File: src/rtl/gitp_pkg.sv
package gitp_pkg;
   // ************************************************************
   // widths and depths
   // ************************************************************
   localparam int WORD_W = 16;
   localparam int PIX_W = 8;
   localparam int COORD_W = 12;
   localparam int FIFO_DEPTH = 8;
   localparam int LVL_W = 4;
   // level above which fewer than four slots are free
   localparam logic [LVL_W-1:0] QFEW_LEVEL = 4'h4;

   // ************************************************************
   // command word fields
   // ************************************************************
   localparam int CMD_OP_HI = 15;
   localparam int CMD_OP_LO = 13;
   localparam logic [2:0] OP_RECT = 3'h2;
   localparam int CMD_SWAP = 12;
   localparam int CMD_BUS16 = 9;
   localparam int CMD_WAIT = 8;
   localparam int CMD_XMAJ = 6;
   localparam int CMD_XPOS = 5;
   localparam int CMD_DRAW = 4;
   localparam int CMD_MULTI = 1;
   localparam int CMD_WRITE = 0;
   localparam logic [15:0] RST_CMD = 16'h0001;

   // ************************************************************
   // multifunction control and mix select fields
   // ************************************************************
   localparam int MC_SEL_HI = 7;
   localparam int MC_SEL_LO = 6;
   localparam logic [1:0] MC_SEL_FORE = 2'h0;
   localparam logic [1:0] MC_SEL_HOST = 2'h2;
   localparam logic [1:0] MC_SEL_VMEM = 2'h3;
   localparam int MIX_SRC_HI = 6;
   localparam int MIX_SRC_LO = 5;
   localparam logic [1:0] SRC_BACK = 2'h0;
   localparam logic [1:0] SRC_FORE = 2'h1;
   localparam logic [1:0] SRC_HOST = 2'h2;
   localparam logic [3:0] MIX_ZERO = 4'h1;
   localparam logic [3:0] MIX_ONE = 4'h2;
   localparam logic [3:0] MIX_NEW = 4'h7;

   // ************************************************************
   // status word bits and unit widths
   // ************************************************************
   localparam int STAT_QFEW = 4;
   localparam int STAT_AVAIL = 8;
   localparam int STAT_BUSY = 9;
   localparam logic [15:0] RST_STATUS = 16'h0000;
   localparam logic [4:0] UW_MONO = 5'h01;
   localparam logic [4:0] UW_NIB = 5'h04;
   localparam logic [4:0] UW_BYTE = 5'h08;
   localparam logic [4:0] UW_WORD = 5'h10;

   typedef enum logic [2:0] {
      ST_IDLE, ST_FETCH, ST_WPIX, ST_RREQ, ST_RWAIT, ST_RPUSH
   } gitp_state_e;
endpackage

File: src/rtl/gitp_fifo_if.sv
`timescale 1ns/100ps
interface gitp_fifo_if;
   import gitp_pkg::*;
   logic in_valid;
   logic in_ready;
   logic [WORD_W-1:0] in_data;
   logic out_valid;
   logic out_ready;
   logic [WORD_W-1:0] out_data;
   logic [LVL_W-1:0] level;
   modport fill (output in_valid, in_data, out_ready,
                 input in_ready, out_valid, out_data, level);
   modport store (input in_valid, in_data, out_ready,
                  output in_ready, out_valid, out_data, level);
endinterface // gitp_fifo_if

File: src/rtl/gitp_fifo.sv
`timescale 1ns/100ps
module gitp_fifo #(
   parameter int W = 16,
   parameter int D = 8
) (
   input wire logic clk,
   input wire logic rst_n,
   gitp_fifo_if.store f
);
   import gitp_pkg::*;
   localparam int AW = $clog2(D);

   logic [W-1:0] mem_q [D];
   logic [W-1:0] mem_d [D];
   logic [AW-1:0] wptr_q, wptr_d, rptr_q, rptr_d;
   logic [LVL_W-1:0] cnt_q, cnt_d;
   logic do_push, do_pop;

   // ************************************************************
   // pointers and storage
   // ************************************************************
   always_comb begin
      do_push = f.in_valid && (cnt_q != LVL_W'(D));
      do_pop = f.out_ready && (cnt_q != '0);
      mem_d = mem_q;
      wptr_d = wptr_q;
      rptr_d = rptr_q;
      if (do_push) begin
         mem_d[wptr_q] = f.in_data;
         wptr_d = AW'(wptr_q + 1'b1);
      end
      if (do_pop) begin
         rptr_d = AW'(rptr_q + 1'b1);
      end
      cnt_d = LVL_W'(cnt_q + LVL_W'(do_push) - LVL_W'(do_pop));
   end

   always_ff @(posedge clk or negedge rst_n) begin
      if (!rst_n) begin
         wptr_q <= '0;
         rptr_q <= '0;
         cnt_q <= '0;
         for (int i = 0; i < D; i++) begin
            mem_q[i] <= '0;
         end
      end else begin
         wptr_q <= wptr_d;
         rptr_q <= rptr_d;
         cnt_q <= cnt_d;
         mem_q <= mem_d;
      end
   end

   // full and empty straight from the count register
   assign f.in_ready = (cnt_q != LVL_W'(D));
   assign f.out_valid = (cnt_q != '0);
   assign f.out_data = mem_q[rptr_q];
   assign f.level = cnt_q;
endmodule // gitp_fifo

File: src/rtl/gitp_top.sv
`timescale 1ns/100ps
// What this block does
// - word writes: byte per pixel, pad rows
// - four-bit pixels: two per byte, pad
// - eight-bit command: byte or half-width bytes
// - mono write: eight pixels per byte, pad
// - host bit picks fore or back mix
// - byte transfers pad mono rows to eight
// - logical one/zero mixes, write mask gates
// - colour source: host, fore or back
// - command word fields steer the transfer
// - status bit 8 flags data available
// - word reads: byte per pixel, pad rows
// - four-bit reads: nibble pairs, padded rows
// - mono reads padded to sixteen bits, or eight on byte transfers
// - read mask ands enabled planes together
// - memory data select mode uses the fore mix alone
// - fore select mode: fore mix alone colours every pixel
// - status bit 4 says few free slots
module gitp_top (
   input wire logic clk,
   input wire logic rst_n,
   input wire logic [gitp_pkg::WORD_W-1:0] cmd_word,
   input wire logic cmd_wr,
   input wire logic [gitp_pkg::WORD_W-1:0] multi_control,
   input wire logic [gitp_pkg::WORD_W-1:0] fore_mix_select,
   input wire logic [gitp_pkg::WORD_W-1:0] back_mix_select,
   input wire logic [gitp_pkg::PIX_W-1:0] fore_colour,
   input wire logic [gitp_pkg::PIX_W-1:0] back_colour,
   input wire logic [gitp_pkg::PIX_W-1:0] plane_write_mask,
   input wire logic [gitp_pkg::PIX_W-1:0] plane_read_mask,
   input wire logic four_plane,
   input wire logic [gitp_pkg::COORD_W-1:0] start_x,
   input wire logic [gitp_pkg::COORD_W-1:0] start_y,
   input wire logic [gitp_pkg::COORD_W-1:0] rect_width_minus_one,
   input wire logic [gitp_pkg::COORD_W-1:0] rect_height_minus_one,
   input wire logic [gitp_pkg::WORD_W-1:0] pixel_data_port_wr,
   input wire logic pixel_data_port_wr_valid,
   output logic pixel_data_port_wr_ready,
   input wire logic pixel_data_port_rd_strobe,
   output logic [gitp_pkg::WORD_W-1:0] pixel_data_port_rd,
   output logic [gitp_pkg::WORD_W-1:0] gp_status,
   output logic [gitp_pkg::COORD_W-1:0] vm_x,
   output logic [gitp_pkg::COORD_W-1:0] vm_y,
   output logic vm_we,
   output logic [gitp_pkg::PIX_W-1:0] vm_wdata,
   output logic [gitp_pkg::PIX_W-1:0] vm_wmask,
   output logic vm_re,
   input wire logic vm_rvalid,
   input wire logic [gitp_pkg::PIX_W-1:0] vm_rdata
);
   import gitp_pkg::*;

   // ************************************************************
   // helpers
   // ************************************************************
   function automatic logic [4:0] unit_w(input logic across, input logic nib);
      unit_w = across ? UW_MONO : (nib ? UW_NIB : UW_BYTE);
   endfunction

   function automatic logic [15:0] order_word(input logic [15:0] w, input logic swap);
      order_word = swap ? {w[7:0], w[15:8]} : w;
   endfunction

   function automatic logic [7:0] apply_mix(input logic [3:0] code, input logic [7:0] c);
      unique case (code)
         MIX_ZERO: apply_mix = 8'h00;
         MIX_ONE: apply_mix = 8'hff;
         default: apply_mix = c;
      endcase
   endfunction

   gitp_state_e state_q, state_d;
   logic [15:0] cmd_q, cmd_d, sh_q, sh_d, acc_q, acc_d, status_q, status_d;
   logic [15:0] rd_q, rd_d;
   logic [COORD_W-1:0] x_q, x_d, y_q, y_d, col_q, col_d, row_q, row_d;
   logic [COORD_W-1:0] w_q, w_d, h_q, h_d, x0_q, x0_d;
   logic [4:0] left_q, left_d, fill_q, fill_d;
   logic last_q, last_d;
   logic [COORD_W-1:0] vx_q, vx_d, vy_q, vy_d;
   logic [7:0] wd_q, wd_d, wm_q, wm_d;
   logic we_q, we_d, re_q, re_d;
   logic read_q, across, nib, bus16, swap, cmd_ok, row_end, last_px, pop, push;
   logic sel_bg;
   logic [4:0] uw, tw;
   logic [7:0] src_pix, rd_unit, wr_colour;
   logic [15:0] mixsel, push_word;
   logic rdy_q, rdy_d;
   logic [LVL_W-1:0] lvl_next;

   gitp_fifo_if f ();
   gitp_fifo #(.W(WORD_W), .D(FIFO_DEPTH)) u_fifo (
      .clk(clk),
      .rst_n(rst_n),
      .f(f)
   );

   // ************************************************************
   // decode of latched command
   // ************************************************************
   // command field decode
   assign read_q = !cmd_q[CMD_WRITE];
   assign across = cmd_q[CMD_MULTI];
   assign bus16 = cmd_q[CMD_BUS16];
   assign swap = cmd_q[CMD_SWAP];
   // four-plane packs two pixels per byte
   assign nib = four_plane && !across;
   assign uw = unit_w(across, nib);
   assign tw = bus16 ? UW_WORD : UW_BYTE;
   assign cmd_ok = cmd_wr && (state_q == ST_IDLE) && cmd_word[CMD_DRAW]
                   && (cmd_word[CMD_OP_HI:CMD_OP_LO] == OP_RECT);
   assign row_end = (col_q == w_q);
   assign last_px = row_end && (row_q == h_q);

   // ************************************************************
   // pixel colour on writes
   // ************************************************************
   // mono bit expands to a full pixel
   assign src_pix = across ? {8{sh_q[15]}} : (nib ? {4'h0, sh_q[15:12]} : sh_q[15:8]);
   // host bit zero picks the back mix
   assign sel_bg = (multi_control[MC_SEL_HI:MC_SEL_LO] == MC_SEL_HOST) && !sh_q[15];
   // fore select uses fore mix only
   assign mixsel = sel_bg ? back_mix_select : fore_mix_select;
   always_comb begin
      unique case (mixsel[MIX_SRC_HI:MIX_SRC_LO])
         SRC_BACK: wr_colour = back_colour;
         SRC_FORE: wr_colour = fore_colour;
         default: wr_colour = src_pix;
      endcase
      wr_colour = apply_mix(mixsel[3:0], wr_colour);
   end

   // ************************************************************
   // read data packing
   // ************************************************************
   // enabled read planes anded
   // memory bit is what selects on reads
   assign rd_unit = across ? {7'h0, &(vm_rdata | ~plane_read_mask)}
                           : (nib ? {4'h0, vm_rdata[3:0]} : vm_rdata);
   // earlier nibble ends in the upper half
   assign push_word = bus16 ? order_word(16'(acc_q << (UW_WORD - fill_q)), swap)
                            : {8'h00, 8'(acc_q << (UW_BYTE - fill_q))};

   // ************************************************************
   // engine
   // ************************************************************
   always_comb begin
      state_d = state_q;
      cmd_d = cmd_q;
      sh_d = sh_q;
      acc_d = acc_q;
      left_d = left_q;
      fill_d = fill_q;
      x_d = x_q;
      y_d = y_q;
      col_d = col_q;
      row_d = row_q;
      w_d = w_q;
      h_d = h_q;
      x0_d = x0_q;
      last_d = last_q;
      vx_d = vx_q;
      vy_d = vy_q;
      wd_d = wd_q;
      wm_d = wm_q;
      we_d = 1'b0;
      re_d = 1'b0;
      pop = 1'b0;
      push = 1'b0;
      unique case (state_q)
         ST_IDLE: begin
            if (cmd_ok) begin
               cmd_d = cmd_word;
               x_d = start_x;
               x0_d = start_x;
               y_d = start_y;
               w_d = rect_width_minus_one;
               h_d = rect_height_minus_one;
               col_d = '0;
               row_d = '0;
               acc_d = '0;
               fill_d = '0;
               last_d = 1'b0;
               state_d = cmd_word[CMD_WRITE] ? ST_FETCH : ST_RREQ;
            end
         end
         ST_FETCH: begin
            if (f.out_valid) begin
               pop = 1'b1;
               // swap puts the low byte first
               // byte transfers use the low byte only
               sh_d = bus16 ? order_word(f.out_data, swap) : {f.out_data[7:0], 8'h00};
               left_d = tw;
               state_d = ST_WPIX;
            end
         end
         ST_WPIX: begin
            we_d = 1'b1;
            vx_d = x_q;
            vy_d = y_q;
            wd_d = wr_colour;
            wm_d = plane_write_mask;
            sh_d = sh_q << uw;
            left_d = left_q - uw;
            // rest of the word at row end is padding
            // dummy nibbles dropped at row end
            if (row_end) begin
               state_d = last_px ? ST_IDLE : ST_FETCH;
            end else if (left_q == uw) begin
               state_d = ST_FETCH;
            end
         end
         ST_RREQ: begin
            re_d = 1'b1;
            vx_d = x_q;
            vy_d = y_q;
            state_d = ST_RWAIT;
         end
         ST_RWAIT: begin
            if (vm_rvalid) begin
               acc_d = (acc_q << uw) | {8'h00, rd_unit};
               fill_d = fill_q + uw;
               last_d = last_px;
               // row end closes the word early
               state_d = (row_end || (fill_q + uw == tw)) ? ST_RPUSH : ST_RREQ;
            end
         end
         ST_RPUSH: begin
            push = 1'b1;
            if (f.in_ready) begin
               acc_d = '0;
               fill_d = '0;
               state_d = last_q ? ST_IDLE : ST_RREQ;
            end
         end
         default: state_d = ST_IDLE;
      endcase
      // advance after each pixel, wrap per row
      if ((state_q == ST_WPIX) || ((state_q == ST_RWAIT) && vm_rvalid)) begin
         if (row_end) begin
            col_d = '0;
            x_d = x0_q;
            row_d = COORD_W'(row_q + 1'b1);
            y_d = COORD_W'(y_q + 1'b1);
         end else begin
            col_d = COORD_W'(col_q + 1'b1);
            x_d = COORD_W'(x_q + 1'b1);
         end
      end
   end

   // ************************************************************
   // host port and status
   // ************************************************************
   // one fifo serves both directions; the command picks which side fills it
   assign f.in_valid = read_q ? push : pixel_data_port_wr_valid;
   assign f.in_data = read_q ? push_word : pixel_data_port_wr;
   assign f.out_ready = read_q ? pixel_data_port_rd_strobe : pop;
   always_comb begin
      rd_d = rd_q;
      if (read_q && pixel_data_port_rd_strobe && f.out_valid) begin
         rd_d = f.out_data;
      end
      status_d = RST_STATUS;
      status_d[STAT_BUSY] = (state_q != ST_IDLE);
      // data available only when read data waits
      status_d[STAT_AVAIL] = read_q && f.out_valid;
      // host polls this before a group of writes
      status_d[STAT_QFEW] = (f.level > QFEW_LEVEL);
      // ready is a flop, so predict next fifo count and mode
      lvl_next = LVL_W'(f.level + LVL_W'(f.in_valid && f.in_ready)
                 - LVL_W'(f.out_ready && f.out_valid));
      rdy_d = cmd_d[CMD_WRITE] && (lvl_next != LVL_W'(FIFO_DEPTH));
   end

   always_ff @(posedge clk or negedge rst_n) begin
      if (!rst_n) begin
         state_q <= ST_IDLE;
         cmd_q <= RST_CMD;
         sh_q <= '0;
         acc_q <= '0;
         left_q <= '0;
         fill_q <= '0;
         x_q <= '0;
         y_q <= '0;
         col_q <= '0;
         row_q <= '0;
         w_q <= '0;
         h_q <= '0;
         x0_q <= '0;
         last_q <= 1'b0;
         vx_q <= '0;
         vy_q <= '0;
         wd_q <= '0;
         wm_q <= '0;
         we_q <= 1'b0;
         re_q <= 1'b0;
         rd_q <= '0;
         status_q <= RST_STATUS;
         rdy_q <= 1'b1;
      end else begin
         state_q <= state_d;
         cmd_q <= cmd_d;
         sh_q <= sh_d;
         acc_q <= acc_d;
         left_q <= left_d;
         fill_q <= fill_d;
         x_q <= x_d;
         y_q <= y_d;
         col_q <= col_d;
         row_q <= row_d;
         w_q <= w_d;
         h_q <= h_d;
         x0_q <= x0_d;
         last_q <= last_d;
         vx_q <= vx_d;
         vy_q <= vy_d;
         wd_q <= wd_d;
         wm_q <= wm_d;
         we_q <= we_d;
         re_q <= re_d;
         rd_q <= rd_d;
         status_q <= status_d;
         rdy_q <= rdy_d;
      end
   end

   assign vm_x = vx_q;
   assign vm_y = vy_q;
   assign vm_we = we_q;
   assign vm_wdata = wd_q;
   assign vm_wmask = wm_q;
   assign vm_re = re_q;
   assign pixel_data_port_rd = rd_q;
   assign gp_status = status_q;
   assign pixel_data_port_wr_ready = rdy_q;
endmodule // gitp_top

File: config.mk
export PLATFORM = sky130hd
export DESIGN_NAME = gitp_top
export DESIGN_NICKNAME = d
export VERILOG_FILES = /design/src/rtl/gitp_pkg.sv /design/src/rtl/gitp_fifo_if.sv /design/src/rtl/gitp_fifo.sv /design/src/rtl/gitp_top.sv
export SDC_FILE = /design/constraint.sdc
export NUM_CORES = 1
export LEC_CHECK = 0
export ABC_AREA = 1
export BUFFER_PORTS_ARGS = -buffer_cell sky130_fd_sc_hd__buf_2
export CAP_MARGIN = 40
export CORE_ASPECT_RATIO = 2
export CORE_UTILIZATION = 45
export CTS_BUF_LIST = sky130_fd_sc_hd__clkbuf_2 sky130_fd_sc_hd__clkbuf_4 sky130_fd_sc_hd__clkbuf_8
export DETAILED_ROUTE_END_ITERATION = 16
export PLACE_DENSITY = 0.73
export SYNTH_ARGS = -nofsm -noshare
export SYNTH_HDL_FRONTEND = slang
export SYNTH_SLANG_ARGS = --single-unit
File: constraint.sdc
create_clock -name clk -period 4.4 [get_ports clk]
set_input_delay 0.44 -clock clk [delete_from_list [all_inputs] [get_ports clk]]
set_output_delay 0.44 -clock clk [all_outputs]
set_load 0.05 [all_outputs]
# After elaboration in Yosys (flattened, before gate mapping)
# Cells that the tools add are included.
# word_totals
reg_bits	343
latchBits	0
mem_bits_rw	0
mem_bits_ro	0
input_bits	175
output_inout_bits	75
word_cells	189
mem_count	0
# op_classes
n_addsub	12
mul	0
n_div	0
magnitude_cmp	4
eq_ne	21
shifts	4
mux	72
n_bitwise	5
reduce_logical	36
# ops
operator	n
$mux W12	16
$mux W16	12
$bwmux W128	1
$add A12 B1 Y12 const B	4
$bmux W16 S3	1
$demux W16 S3	1
$pmux W16 S3	1
$mux W8	4
$pmux W16 S2	1
$pmux W8 S2	2
$shl A16 B4 Y16	2
$mux W5	5
$eq A12 B12 Y1	2
$mux W3	7
$pmux W3 S6	1
$or A16 B8 Y16	1
$shl A16 B5 Y16	1
$shl A16 B5 Y8	1
$pmux W5 S3	1
$logic_and A1 B1 Y1	14
$mux W1	12
$pmux W5 S2	1
$eq A3 B2 Y1 const B	3
$ge A4 B4 Y1 const B	2
other kinds (40)	58

# Longest topological paths before layout
# Gate-level depths: netlist (run 1).
# depth
ltp_word	10
ltp_mapped	20
ltp_nobuf	16

# Modules after synthesis
# Synthesis (run 1) repeated with hierarchy kept, for this count alone.
# unflattened
cells_unflattened	2724
hier_area_um2	19894.1
# modules_own_cells
mod	n_inst	cells_per_inst	area_each_um2	seq_area_each_um2
gitp_top	1	1650	11851.4	4907.2
gitp_fifo	1	1074	8042.7	3453.3

# Least setup slack after synthesis (run 1)
# OpenSTA, ideal clock, no wires.
# synth_timing
path_type	reg-to-reg
from	register state_q[0]
to	register rdy_q, in the netlist pixel_data_port_wr_ready
setup_time_ns	0.085
arrival_ns	2.308
required_time_ns	4.315
path_slack_ns	2.007
path_stages_with_launch	11
path_buffers	0
period_less_slack_ns	2.393
path_cell_list	dfrtp_1 > nand3_1 > nor2_2 > inv_1 > o21ai_2 > ha_1 > inv_1 > ha_1 > fa_1 > nor3_1 > a21oi_1
# synth_via
elab_cells_between_ends	18
cone_classes	add/sub (2); eq/ne (3); mux (6); reduce/logical (7)
# synth_rtl
item	line	source
start: declaration	gitp_top.sv:73	gitp_state_e state_q, state_d;
start signal: assignment	gitp_top.sv:302	state_q <= state_d;
$eq A3 B1 Y1	gitp_top.sv:170	unique case (state_q)
$mux W1	gitp_top.sv:170	
$mux W1	gitp_top.sv:258	assign f.out_ready = read_q ? pixel_data_port_rd_strobe : pop;
$logic_and A1 B1 Y1	-	
named net u_fifo.do_pop	gitp_fifo.sv:17	logic do_push, do_pop;
$sub A4 B1 Y4	gitp_top.sv:272	- LVL_W'(f.out_ready && f.out_valid));
named net lvl_next[1]	gitp_top.sv:89	logic [LVL_W-1:0] lvl_next;
$ne A4 B4 Y1	gitp_top.sv:273	rdy_d = cmd_d[CMD_WRITE] && (lvl_next != LVL_W'(FIFO_DEPTH));
$logic_and A1 B1 Y1	gitp_top.sv:273	
named net rdy_d	gitp_top.sv:88	logic rdy_q, rdy_d;
end signal: assignment	gitp_top.sv:324	rdy_q <= rdy_d;
end: declaration	gitp_top.sv:88	
# The timed path passes the listed nets, and every way through them passes these cells.
# A chain may end at the register's enable or synchronous reset.

# Worst setup path in the final report (run 1)
# layout_timing
from	register u_fifo.cnt_q[1], in the netlist u_fifo.f.level[1]
to	register rdy_q, in the netlist pixel_data_port_wr_ready
# layout_via
elab_chain_cells	8
elab_cells_between_ends	11
cone_classes	add/sub (2); eq/ne (2); mux (3); reduce/logical (4)
# layout_lines
item	line	source
start: declaration	gitp_fifo.sv:16	logic [LVL_W-1:0] cnt_q, cnt_d;
start signal: assignment	gitp_fifo.sv:49	cnt_q <= cnt_d;
$reduce_bool A4 Y1 (*)	-	
$mux W1	gitp_top.sv:188	if (f.out_valid) begin
$mux W1	gitp_top.sv:170	
$mux W1	gitp_top.sv:258	
$logic_and A1 B1 Y1 (*)	-	
named net u_fifo.do_pop	gitp_fifo.sv:17	
$sub A4 B1 Y4 (*)	gitp_top.sv:272	
named net lvl_next[2]	gitp_top.sv:89	
$ne A4 B4 Y1 (*)	gitp_top.sv:273	
$logic_and A1 B1 Y1 (*)	gitp_top.sv:273	
named net rdy_d	gitp_top.sv:88	
# Mark *: on every way through the listed nets, which the timed path passes. The rest lies on a longest branch.

==> impl_summary.log, run 1 <==
[metrics] status: finished, final reports clean
[metrics] dominant delay contributor by cell family on the critical path: adder cells
[metrics] floorplan die width: 146 microns
[metrics] Resize count post-CTS: 0
[metrics] total via count after detailed routing: between 15000 and 20000
[metrics] proportion of total power due to net switching: approximately half
[metrics] FMAX: 0.331 GHz
[metrics] first element of the critical path: u_fifo.f.level[1]$_DFF_PN0_
[metrics] latest clock arrival within the worst-skew pair: around 630 ps
[metrics] most instantiated library cell after synthesis: sky130_fd_sc_hd__nand2_1
[metrics] worst hold path class: in -> reg
[metrics] EDFF count, synth: 0
[metrics] NetSw: ~0.0080 W
[metrics] share of the cycle needed by the critical path after routing: approximately two thirds
[metrics] relative contribution of the clock network to total power: 17.3%
[metrics] number of instances in the synthesized netlist: about 2500
[metrics] top-level I/O count: 250
[metrics] final wirelength: ~55000 microns
[metrics] detailed router's first-iteration violation count: around 1200
[metrics] startpoint type of the worst setup path: flop
[metrics] number of buffer and inverter instances along the worst setup path: 3
[metrics] Crit path largest cell delay: approximately 400 ps
[metrics] Max Cap Violations: 0
[metrics] routed length per instance: 17.3 microns
[metrics] most used standard cells in the synthesized netlist: sky130_fd_sc_hd__nand2_1, sky130_fd_sc_hd__dfrtp_1, sky130_fd_sc_hd__o21ai_0
[metrics] Area growth syn-to-layout: 12.1%
[metrics] synthesis warning total: 0
[metrics] crit path DAT: around 3500 ps
[metrics] sequential-to-total area share from yosys stat: roughly 45%
[metrics] cell depth of the worst min-delay path: 3
[metrics] endpoint type of the worst setup path: flop
[metrics] worst flop-to-flop path startpoint: u_fifo.f.level[1]$_DFF_PN0_
[metrics] final setup skew: approximately 53 ps
[metrics] Routability Congestion: around 0.93
[metrics] internal power: between 0.008 and 0.009 W
[metrics] wire length of the first global-routing pass: about 89000 microns
[metrics] capture point of the critical path: pixel_data_port_wr_ready$_DFF_PN1_
[metrics] number of buffers between clock root and the deepest sink: 3
[metrics] Combinational Power Share: about half
[metrics] height of the die: about 290 microns
[metrics] Overflow after GRT: 0
[metrics] leakage: 10.7 nW
[metrics] Critical Setup Path Class: reg -> reg
[metrics] clock sink count: around 330
[metrics] post-CTS setup buffer count: 0
[metrics] hold-fix buffers at CTS: 2
[metrics] effective utilization at floorplan: a little under half
[metrics] Crit path required time: about 5000 ps
[metrics] total number of cells along the worst setup path: 14
[metrics] number of global-route vias before repair: around 18000
[metrics] number of pins with negative max-slew slack in the final report: 0
[metrics] proportion of power drawn by flip-flops and latches: roughly 33%
[metrics] die area: 0.0422 sq mm
[metrics] via count normalized by instance count: 5.44
[metrics] antenna-violating nets left: 0
[metrics] peak supply drop: ~0.82 mV
[metrics] Std-Cell Rows: 105
[metrics] end of the worst register-to-register path: pixel_data_port_wr_ready$_DFF_PN1_
[metrics] number of distinct library cells after synthesis: 52
[metrics] length of the first detailed-routing pass in iterations: 6
[metrics] number of clock buffers inserted by TritonCTS: 50
[metrics] slowest library cell on the worst path: sky130_fd_sc_hd__dfrtp_1
[metrics] maximum number of pins on one net before global-route repair: 123
[metrics] Netlist Area Pre-Place: between 0.015 and 0.02 sq mm
[metrics] library cell with the largest summed area after synthesis: sky130_fd_sc_hd__dfrtp_1
[metrics] number of register bits inferred by synthesis: 334
[metrics] core region area: roughly 0.041 sq mm
[metrics] number of antenna violations at the first check in global routing: 9
[metrics] worst-case register-to-register setup slack: roughly 1400 ps
[metrics] critical path fanouts, max: 30
[metrics] Max-slew headroom: between 30% and 40%
[metrics] series of cell instances along the critical path: nor2_1, nand2_1, inv_1, nor2_1, nand2_1, buf_4, o21ai_2, ha_1, inv_1, ha_1, fa_1, xor2_1, nor3_1, a21oi_1
[metrics] Final setup violation count: 0
[metrics] clock tree from TritonCTS: built
[metrics] worst reg-to-reg path cell count: 14
[metrics] setup repair after global routing missed its margin: no
[metrics] total half-perimeter wirelength after legalization and detailed placement: ~39000 microns
[metrics] Primary FF master, synth: sky130_fd_sc_hd__dfrtp_1
[metrics] ratio of cells with drive above 1 in the final layout: approximately 15%
[metrics] biggest area contributors in the synthesized netlist: sky130_fd_sc_hd__dfrtp_1, sky130_fd_sc_hd__nand2_1, sky130_fd_sc_hd__o21ai_0
[metrics] H-tree depth: 2
[metrics] sum of negative setup slack: 0 ps
[metrics] aggregate global-route resource usage: approximately a quarter
[metrics] power per unit of standard cell area: between 700 and 800 mW/mm^2
[metrics] number of nets at the end of the flow: ~2800
[metrics] Synth top area share: ~45%
[metrics] average footprint of a synthesized cell: roughly 7.5 sq um
[metrics] Hold Vio Cnt, Final: 0
[metrics] library cell used as clock root buffer: sky130_fd_sc_hd__clkbuf_8
[metrics] shortest period the worst path allows: 3020 ps
[metrics] Hold WS: about 26 ps
[metrics] post-route DRC violation count: 0
[metrics] number of fill cells in the layout: 4029
[metrics] post-synthesis async set-or-reset flop share: between 90% and 100%
[metrics] clock-pin slew on the worst setup and hold paths: about 70 ps
[metrics] Port Buffer Count: between 150 and 200
[metrics] Worst Max-Slew Pin Slew: between 900 and 1000 ps
## worst reg2reg max path, stage by stage (launching register included)
cell and delay, ps:
sky130_fd_sc_hd__dfrtp_1 400, sky130_fd_sc_hd__nor2_1 220, sky130_fd_sc_hd__nand2_1 110, sky130_fd_sc_hd__inv_1 100, sky130_fd_sc_hd__nor2_1 60, sky130_fd_sc_hd__nand2_1 80
sky130_fd_sc_hd__buf_4 290, sky130_fd_sc_hd__o21ai_2 190, sky130_fd_sc_hd__ha_1 330, sky130_fd_sc_hd__inv_1 40, sky130_fd_sc_hd__ha_1 200, sky130_fd_sc_hd__fa_1 390
sky130_fd_sc_hd__xor2_1 230, sky130_fd_sc_hd__nor3_1 70, sky130_fd_sc_hd__a21oi_1 200
## layer usage
layer	track usage, %	vias up	wire [microns]
met1	27.7	8246	19500
met3	4.05	180	3290
met5	0	-	61
li1	-	8251	-
met2	49.5	707	28800
met4	17.1	10	3480
## registers in the layout, summed over array words and instances (netlist names), 5 cells and up
signal,cells
col_q,12
u_fifo.mem_q,128
x0_q,12
vm_wdata,8
vm_y,12
h_q,12
w_q,12
y_q,12
pixel_data_port_rd,16
row_q,12
sh_q,16
fill_q,5
left_q,5
vm_x,12
vm_wmask,8
acc_q,16
x_q,12
## kinds of logic (layout without fill, tap and decap cells)
| family | Yosys count | in the layout | synth area share (%) |
|---|---|---|---|
| flops | 334 | 334 | 45.0 |
| other cells | 1 | 18 | 0.0202 |
| compound gates | 381 | 381 | 11.8 |
| mux | 3 | 3 | 0.182 |
| xor+xnor | 52 | 52 | 2.45 |
| fa+ha+maj | 23 | 23 | 1.59 |
| buf+inv | 307 | 482 | 7.89 |
| simple gates | 1370 | 1370 | 31.1 |
## placed cells by master, fill, tap and decap left out, types with 13 or more instances in the layout
master and instances:
sky130_fd_sc_hd__conb_1 13, sky130_fd_sc_hd__o211ai_1 35, sky130_fd_sc_hd__xor2_1 32, sky130_fd_sc_hd__o22ai_1 21, sky130_fd_sc_hd__buf_2 194, sky130_fd_sc_hd__buf_4 17
sky130_fd_sc_hd__dfrtp_1 332, sky130_fd_sc_hd__o21ai_0 233, sky130_fd_sc_hd__inv_2 13, sky130_fd_sc_hd__nor3_1 15, sky130_fd_sc_hd__clkbuf_8 63, sky130_fd_sc_hd__ha_1 22
sky130_fd_sc_hd__a21oi_1 33, sky130_fd_sc_hd__nand2_2 13, sky130_fd_sc_hd__inv_1 150, sky130_fd_sc_hd__clkbuf_4 13, sky130_fd_sc_hd__nor2_1 178, sky130_fd_sc_hd__nand3_1 190
sky130_fd_sc_hd__nand2_1 925, sky130_fd_sc_hd__inv_4 13, sky130_fd_sc_hd__xnor2_1 20
## power groups by stage
stage | Clock, W | Sequential [W] | Combinational, W
3_5_place_dp | 0 | 0.00528 | 0.00803
6_report | 0.00279 | 0.00527 | 0.00806
2_1_floorplan | 0 | 0.00591 | 0.00512
3_3_place_gp | 0 | 0.00522 | 0.00781
5_1_grt | 0.00297 | 0.00541 | 0.00892
4_1_cts | 0.00285 | 0.00524 | 0.00806
## per-stage QoR
stage / cells / total power [W] / worst slack [ps] / utilization (%) / instance area, sq um
after detailed placement: 3104 / 0.0133 / 1290 / 48.2 / 19700
after floorplan: 2483 / 0.0110 / 2010 / - / 18600
after global placement: 3102 / 0.0130 / 1330 / 48.2 / 19700
after CTS: 3193 / 0.0162 / 1370 / 50.9 / 20800
after global routing: 3195 / 0.0173 / 1170 / 51.0 / 20800
final: 3198 / 0.0161 / 1380 / 51.0 / 20800
## worst min-delay path by stage
| stage | start | to |
|---|---|---|
| after CTS | start_x[5] | x0_q[5]$_DFFE_PN0P_ |
| after global routing | rect_width_minus_one[9] | w_q[9]$_DFFE_PN0P_ |
| final | start_x[5] | x0_q[5]$_DFFE_PN0P_ |
| after global placement | vm_wmask[3]$_DFFE_PN0P_ | vm_wmask[3]$_DFFE_PN0P_ |
| after floorplan | rst_n | acc_q[0]$_DFFE_PN0P_ |
| after detailed placement | u_fifo.mem_q[95]$_DFFE_PN0P_ | u_fifo.mem_q[95]$_DFFE_PN0P_ |
## layout make-up
cell class	instances	area (sq um)	area share [%]
diodes	5	12.5	0.0601
clock buffers	76	965	4.63
clock inverters	11	126	0.607
inverters	178	701	3.36
multi-input cells	1842	8800	42.2
flip-flops and latches	334	8360	40.1
well taps	535	669	3.21
repair buffers	217	1190	5.73
Power figures use the tool's default switching activity.
==> run 2: changes to the inputs <==
--- a/config.mk
+++ b/config.mk
@@ -12,7 +12,7 @@
 export CORE_UTILIZATION = 45
 export CTS_BUF_LIST = sky130_fd_sc_hd__clkbuf_2 sky130_fd_sc_hd__clkbuf_4 sky130_fd_sc_hd__clkbuf_8
 export DETAILED_ROUTE_END_ITERATION = 16
-export PLACE_DENSITY = 0.73
+export PLACE_DENSITY = 0.75
 export SYNTH_ARGS = -nofsm -noshare
 export SYNTH_HDL_FRONTEND = slang
 export SYNTH_SLANG_ARGS = --single-unit
==> constraint.sdc (replaced) <==
create_clock -name clk -period 2.7 [get_ports clk]
set_input_delay 0.27 -clock clk [delete_from_list [all_inputs] [get_ports clk]]
set_output_delay 0.27 -clock clk [all_outputs]
set_load 0.05 [all_outputs]
==> run 2 against run 1 <==
Global-route usage is 0.77 points higher. Sequential power is 60% higher. Non-clock buffer count is 108 higher. Clock power is 63% higher. Final area is 5.0% higher. Cell count is 3.3% higher. Die area stayed put. Wire length is 3.6% higher. Count of clock-buffer cells in the layout is 4 lower. Largest power group unchanged.
==> impl_summary.log, run 2 (synthesized netlist as in run 1, its figures left out) <==
[metrics] Port Buffer Count: 194 (unchanged)
[metrics] Area growth syn-to-layout: 17.7%
[metrics] internal power: 0.0137 W (+68%)
[metrics] total half-perimeter wirelength after legalization and detailed placement: 40200 microns (+3.2%)
[metrics] effective utilization at floorplan: 45.5% (unchanged)
[metrics] critical path fanouts, max: 3 (-90%)
[metrics] cell depth of the worst min-delay path: 5 (+2)
[metrics] H-tree depth: 2 (unchanged)
[metrics] wire length of the first global-routing pass: 91400 microns (+2.8%)
[metrics] number of clock buffers inserted by TritonCTS: 49 (-2.0%)
[metrics] number of pins with negative max-slew slack in the final report: 0 (unchanged)
[metrics] proportion of power drawn by flip-flops and latches: 31.3% (-1.4 points)
[metrics] number of global-route vias before repair: 17900 (+1.8%)
[metrics] Critical Setup Path Class: reg -> reg
[metrics] Std-Cell Rows: 105 (unchanged)
[metrics] number of antenna violations at the first check in global routing: 7 (-2)
[metrics] routing layer with the top usage in global route: met2
[metrics] top-level I/O count: 250 (unchanged)
[metrics] endpoint type of the worst setup path: flop
[metrics] met1 layer usage reported by global route: 27.9% (+0.21 points)
[metrics] met3 demand-to-capacity share in global routing: 3.91% (-0.14 points)
[metrics] WHS Endpoint: vm_wdata[2]$_DFFE_PN0P_
[metrics] ratio of cells with drive above 1 in the final layout: 15.7% (+1.0 points)
[metrics] most frequent cells in the layout: sky130_fd_sc_hd__nand2_1, sky130_fd_sc_hd__dfrtp_1, sky130_fd_sc_hd__o21ai_0
[metrics] most frequent cell on the critical path: sky130_fd_sc_hd__ha_1
[metrics] relative contribution of the clock network to total power: 16.9% (-0.4 points)
[metrics] number of nets at the end of the flow: 2928 (+3.8%)
[metrics] number of fill cells in the layout: 3795 (-5.8%)
[metrics] core region area: 0.0409 sq mm (unchanged)
[metrics] proportion of total power due to net switching: 49.2% (-0.25 points)
[metrics] Layout Utilization: 53.5% (+2.5 points)
[metrics] aggregate global-route resource usage: 27.4% (+0.77 points)
[metrics] Hold Vio Cnt, Final: 0 (unchanged)
[metrics] Crit path required time: 3210 ps (-1690 ps)
[metrics] final wirelength: 57200 microns (+3.6%)
[metrics] dominant delay contributor by cell family on the critical path: adder cells
[metrics] routed length per instance: 17.3 microns (+0.36%)
[metrics] Max Cap Violations: 0 (unchanged)
[metrics] Crit path largest cell delay: 410 ps (about the same)
[metrics] startpoint type of the worst setup path: flop
[metrics] via count normalized by instance count: 5.43 (-0.17%)
[metrics] number of buffers between clock root and the deepest sink: 3 (unchanged)
[metrics] clock sink count: 334 (unchanged)
[metrics] clock-pin slew on the worst setup and hold paths: 70 ps (about the same)
[metrics] worst-case register-to-register setup slack: 220 ps (-1160 ps)
[metrics] count of placed standard cells in the final layout, fillers left out: 3302 (+3.3%)
[metrics] multi-input gate area in the final layout: 0.00881 sq mm (+0.11%)
[metrics] share of the cycle needed by the critical path after routing: 91.9% (+23 points)
[metrics] Final setup violation count: 0 (unchanged)
[metrics] cell area after layout: 0.0219 sq mm (+5.0%)
[metrics] Combinational Power Share: 51.8% (+1.8 points)
[metrics] total via count after detailed routing: 17900 (+3.1%)
[metrics] worst reg-to-reg path cell count: 14 (unchanged)
[metrics] final setup skew: 35.8 ps (-17.4 ps)
[metrics] start point of the worst min-delay path: back_colour[2]
[metrics] Routability Congestion: 0.957 (+2.5%)
[metrics] global routing usage on met2: 51.4% (+1.9 points)
[metrics] Overflow after GRT: 0 (unchanged)
[metrics] latest clock arrival within the worst-skew pair: 620 ps (about the same)
[metrics] die area: 0.0422 sq mm (unchanged)
[metrics] NetSw: 0.0133 W (+67%)
[metrics] slowest library cell on the worst path: sky130_fd_sc_hd__fa_1
[metrics] antenna-violating nets left: 0 (unchanged)
[metrics] peak supply drop: 0.938 mV (+14%)
[metrics] clock tree from TritonCTS: built
[metrics] status: finished, final reports clean
[metrics] Worst Max-Slew Pin Slew: 784 ps (-211 ps)
[metrics] end of the worst register-to-register path: pixel_data_port_wr_ready$_DFF_PN1_
[metrics] detailed router's first-iteration violation count: 1081 (-12%)
[metrics] length of the first detailed-routing pass in iterations: 5 (-1)
[metrics] max reg flops: 128 (unchanged)
[metrics] post-route DRC violation count: 0 (unchanged)
[metrics] Max-slew headroom: 47.2% (+14 points)
[metrics] leading cell type in the layout, fill and taps excluded: sky130_fd_sc_hd__nand2_1
[metrics] floorplan die width: 146 microns (unchanged)
[metrics] series of cell instances along the critical path: inv_2, ha_1, nand2_1, inv_1, nor2_1, nand2_1, o21ai_2, ha_1, inv_1, ha_1, fa_1, xor2_2, nor3_1, a21oi_1
[metrics] crit path DAT: 2990 ps (-530 ps)
[metrics] maximum number of pins on one net before global-route repair: 84 (-32%)
[metrics] shortest period the worst path allows: 2480 ps (-537 ps)
[metrics] cell area after placement: 0.0201 sq mm (+1.9%)
[metrics] worst hold path class: in -> reg
[metrics] library cell used as clock root buffer: sky130_fd_sc_hd__clkbuf_8
[metrics] height of the die: 289 microns (unchanged)
[metrics] largest register by flop count: u_fifo.mem_q
[metrics] FMAX: 0.403 GHz (+22%)
[metrics] worst flop-to-flop path startpoint: u_fifo.f.level[2]$_DFF_PN0_
[metrics] leakage: 11.3 nW (+4.8%)
[metrics] number of buffer and inverter instances along the worst setup path: 3 (unchanged)
[metrics] cell count after placement: 3144 (+1.3%)
[metrics] power per unit of standard cell area: 1230 mW/mm^2 (+59%)
[metrics] area taken by flip-flops and latches: 0.00836 sq mm (unchanged)
-- run 2: changes by cell type in the layout (fill, tap and decap cells not counted), moves of 2 or more --
| cell | before | now |
|---|---|---|
| sky130_fd_sc_hd__buf_12 | 3 | 9 |
| sky130_fd_sc_hd__buf_4 | 17 | 53 |
| sky130_fd_sc_hd__clkbuf_8 | 63 | 58 |
| sky130_fd_sc_hd__clkinv_2 | 3 | 8 |
| sky130_fd_sc_hd__clkinv_4 | 0 | 2 |
| sky130_fd_sc_hd__clkinvlp_4 | 3 | 0 |
| sky130_fd_sc_hd__diode_2 | 5 | 1 |
| sky130_fd_sc_hd__dlygate4sd3_1 | 2 | 69 |
| sky130_fd_sc_hd__inv_6 | 2 | 0 |
-- run 2: stage by stage --
stage	power, W	setup TNS [ps]	hold WS, ps	setup slack [ps]
2_1_floorplan	0.0180	0	-25.6	307
3_3_place_gp	0.0217	0	332	307
3_5_place_dp	0.0222	0	331	229
4_1_cts	0.0269	0	3.00	170
5_1_grt	0.0288	-1.32	42.1	-1.32
6_report	0.0270	0	32.3	220
-- run 2: final cells by class --
| class | instances | share of cell area [%] |
|---|---|---|
| Multi-Input combinational cell | 1842 | 40.3 |
| Clock inverter | 15 | 0.778 |
| Inverter | 178 | 3.20 |
| Timing Repair Buffer | 325 | 10.3 |
| Sequential cell | 334 | 38.2 |
| Clock buffer | 72 | 4.13 |
| Tap cell | 535 | 3.06 |
| Antenna cell | 1 | 0.0114 |
-- run 2: worst min-delay path, cell delays in order --
cell and delay [ps]:
sky130_fd_sc_hd__buf_2 100, sky130_fd_sc_hd__nand2_1 60, sky130_fd_sc_hd__nand3_1 60, sky130_fd_sc_hd__nand2_1 60, sky130_fd_sc_hd__a2bb2oi_1 50
-- run 2: how the worst max path moves through the flow --
stage	to	from	cells after the start	slack, ps
5_1_grt	pixel_data_port_wr_ready$_DFF_PN1_	u_fifo.f.level[2]$_DFF_PN0_	14	-1
4_1_cts	pixel_data_port_wr_ready$_DFF_PN1_	u_fifo.f.level[2]$_DFF_PN0_	14	170
2_1_floorplan	pixel_data_port_wr_ready$_DFF_PN1_	state_q[0]$_DFFE_PN0P_	10	310
6_report	pixel_data_port_wr_ready$_DFF_PN1_	u_fifo.f.level[2]$_DFF_PN0_	14	220
3_5_place_dp	pixel_data_port_wr_ready$_DFF_PN1_	u_fifo.f.level[2]$_DFF_PN0_	14	230
3_3_place_gp	pixel_data_port_wr_ready$_DFF_PN1_	u_fifo.f.level[2]$_DFF_PN0_	14	310
-- run 2: metal layers --
metal  vias up  wire [microns]
met5         -              71
met4        12            3890
met3       207            3320
met2       731           29700
met1      8537           20200
li1       8442               -
-- run 2: timing repair --
action / CTS / global route
hold buffers: 69 / 0
endpoints found under the setup margin: 0 / 1
hold endpoints to repair: 140 / 0
buffers inserted: 0 / 1
resized for setup: 0 / 3
-- run 2: power groups by stage --
stage                     logic, W  registers, W  clock network [W]
after global routing        0.0153       0.00864            0.00481
after global placement      0.0134       0.00837                  0
final                       0.0140       0.00845            0.00455
after floorplan            0.00834       0.00963                  0
after CTS                   0.0139       0.00840            0.00464
after detailed placement    0.0137       0.00846                  0
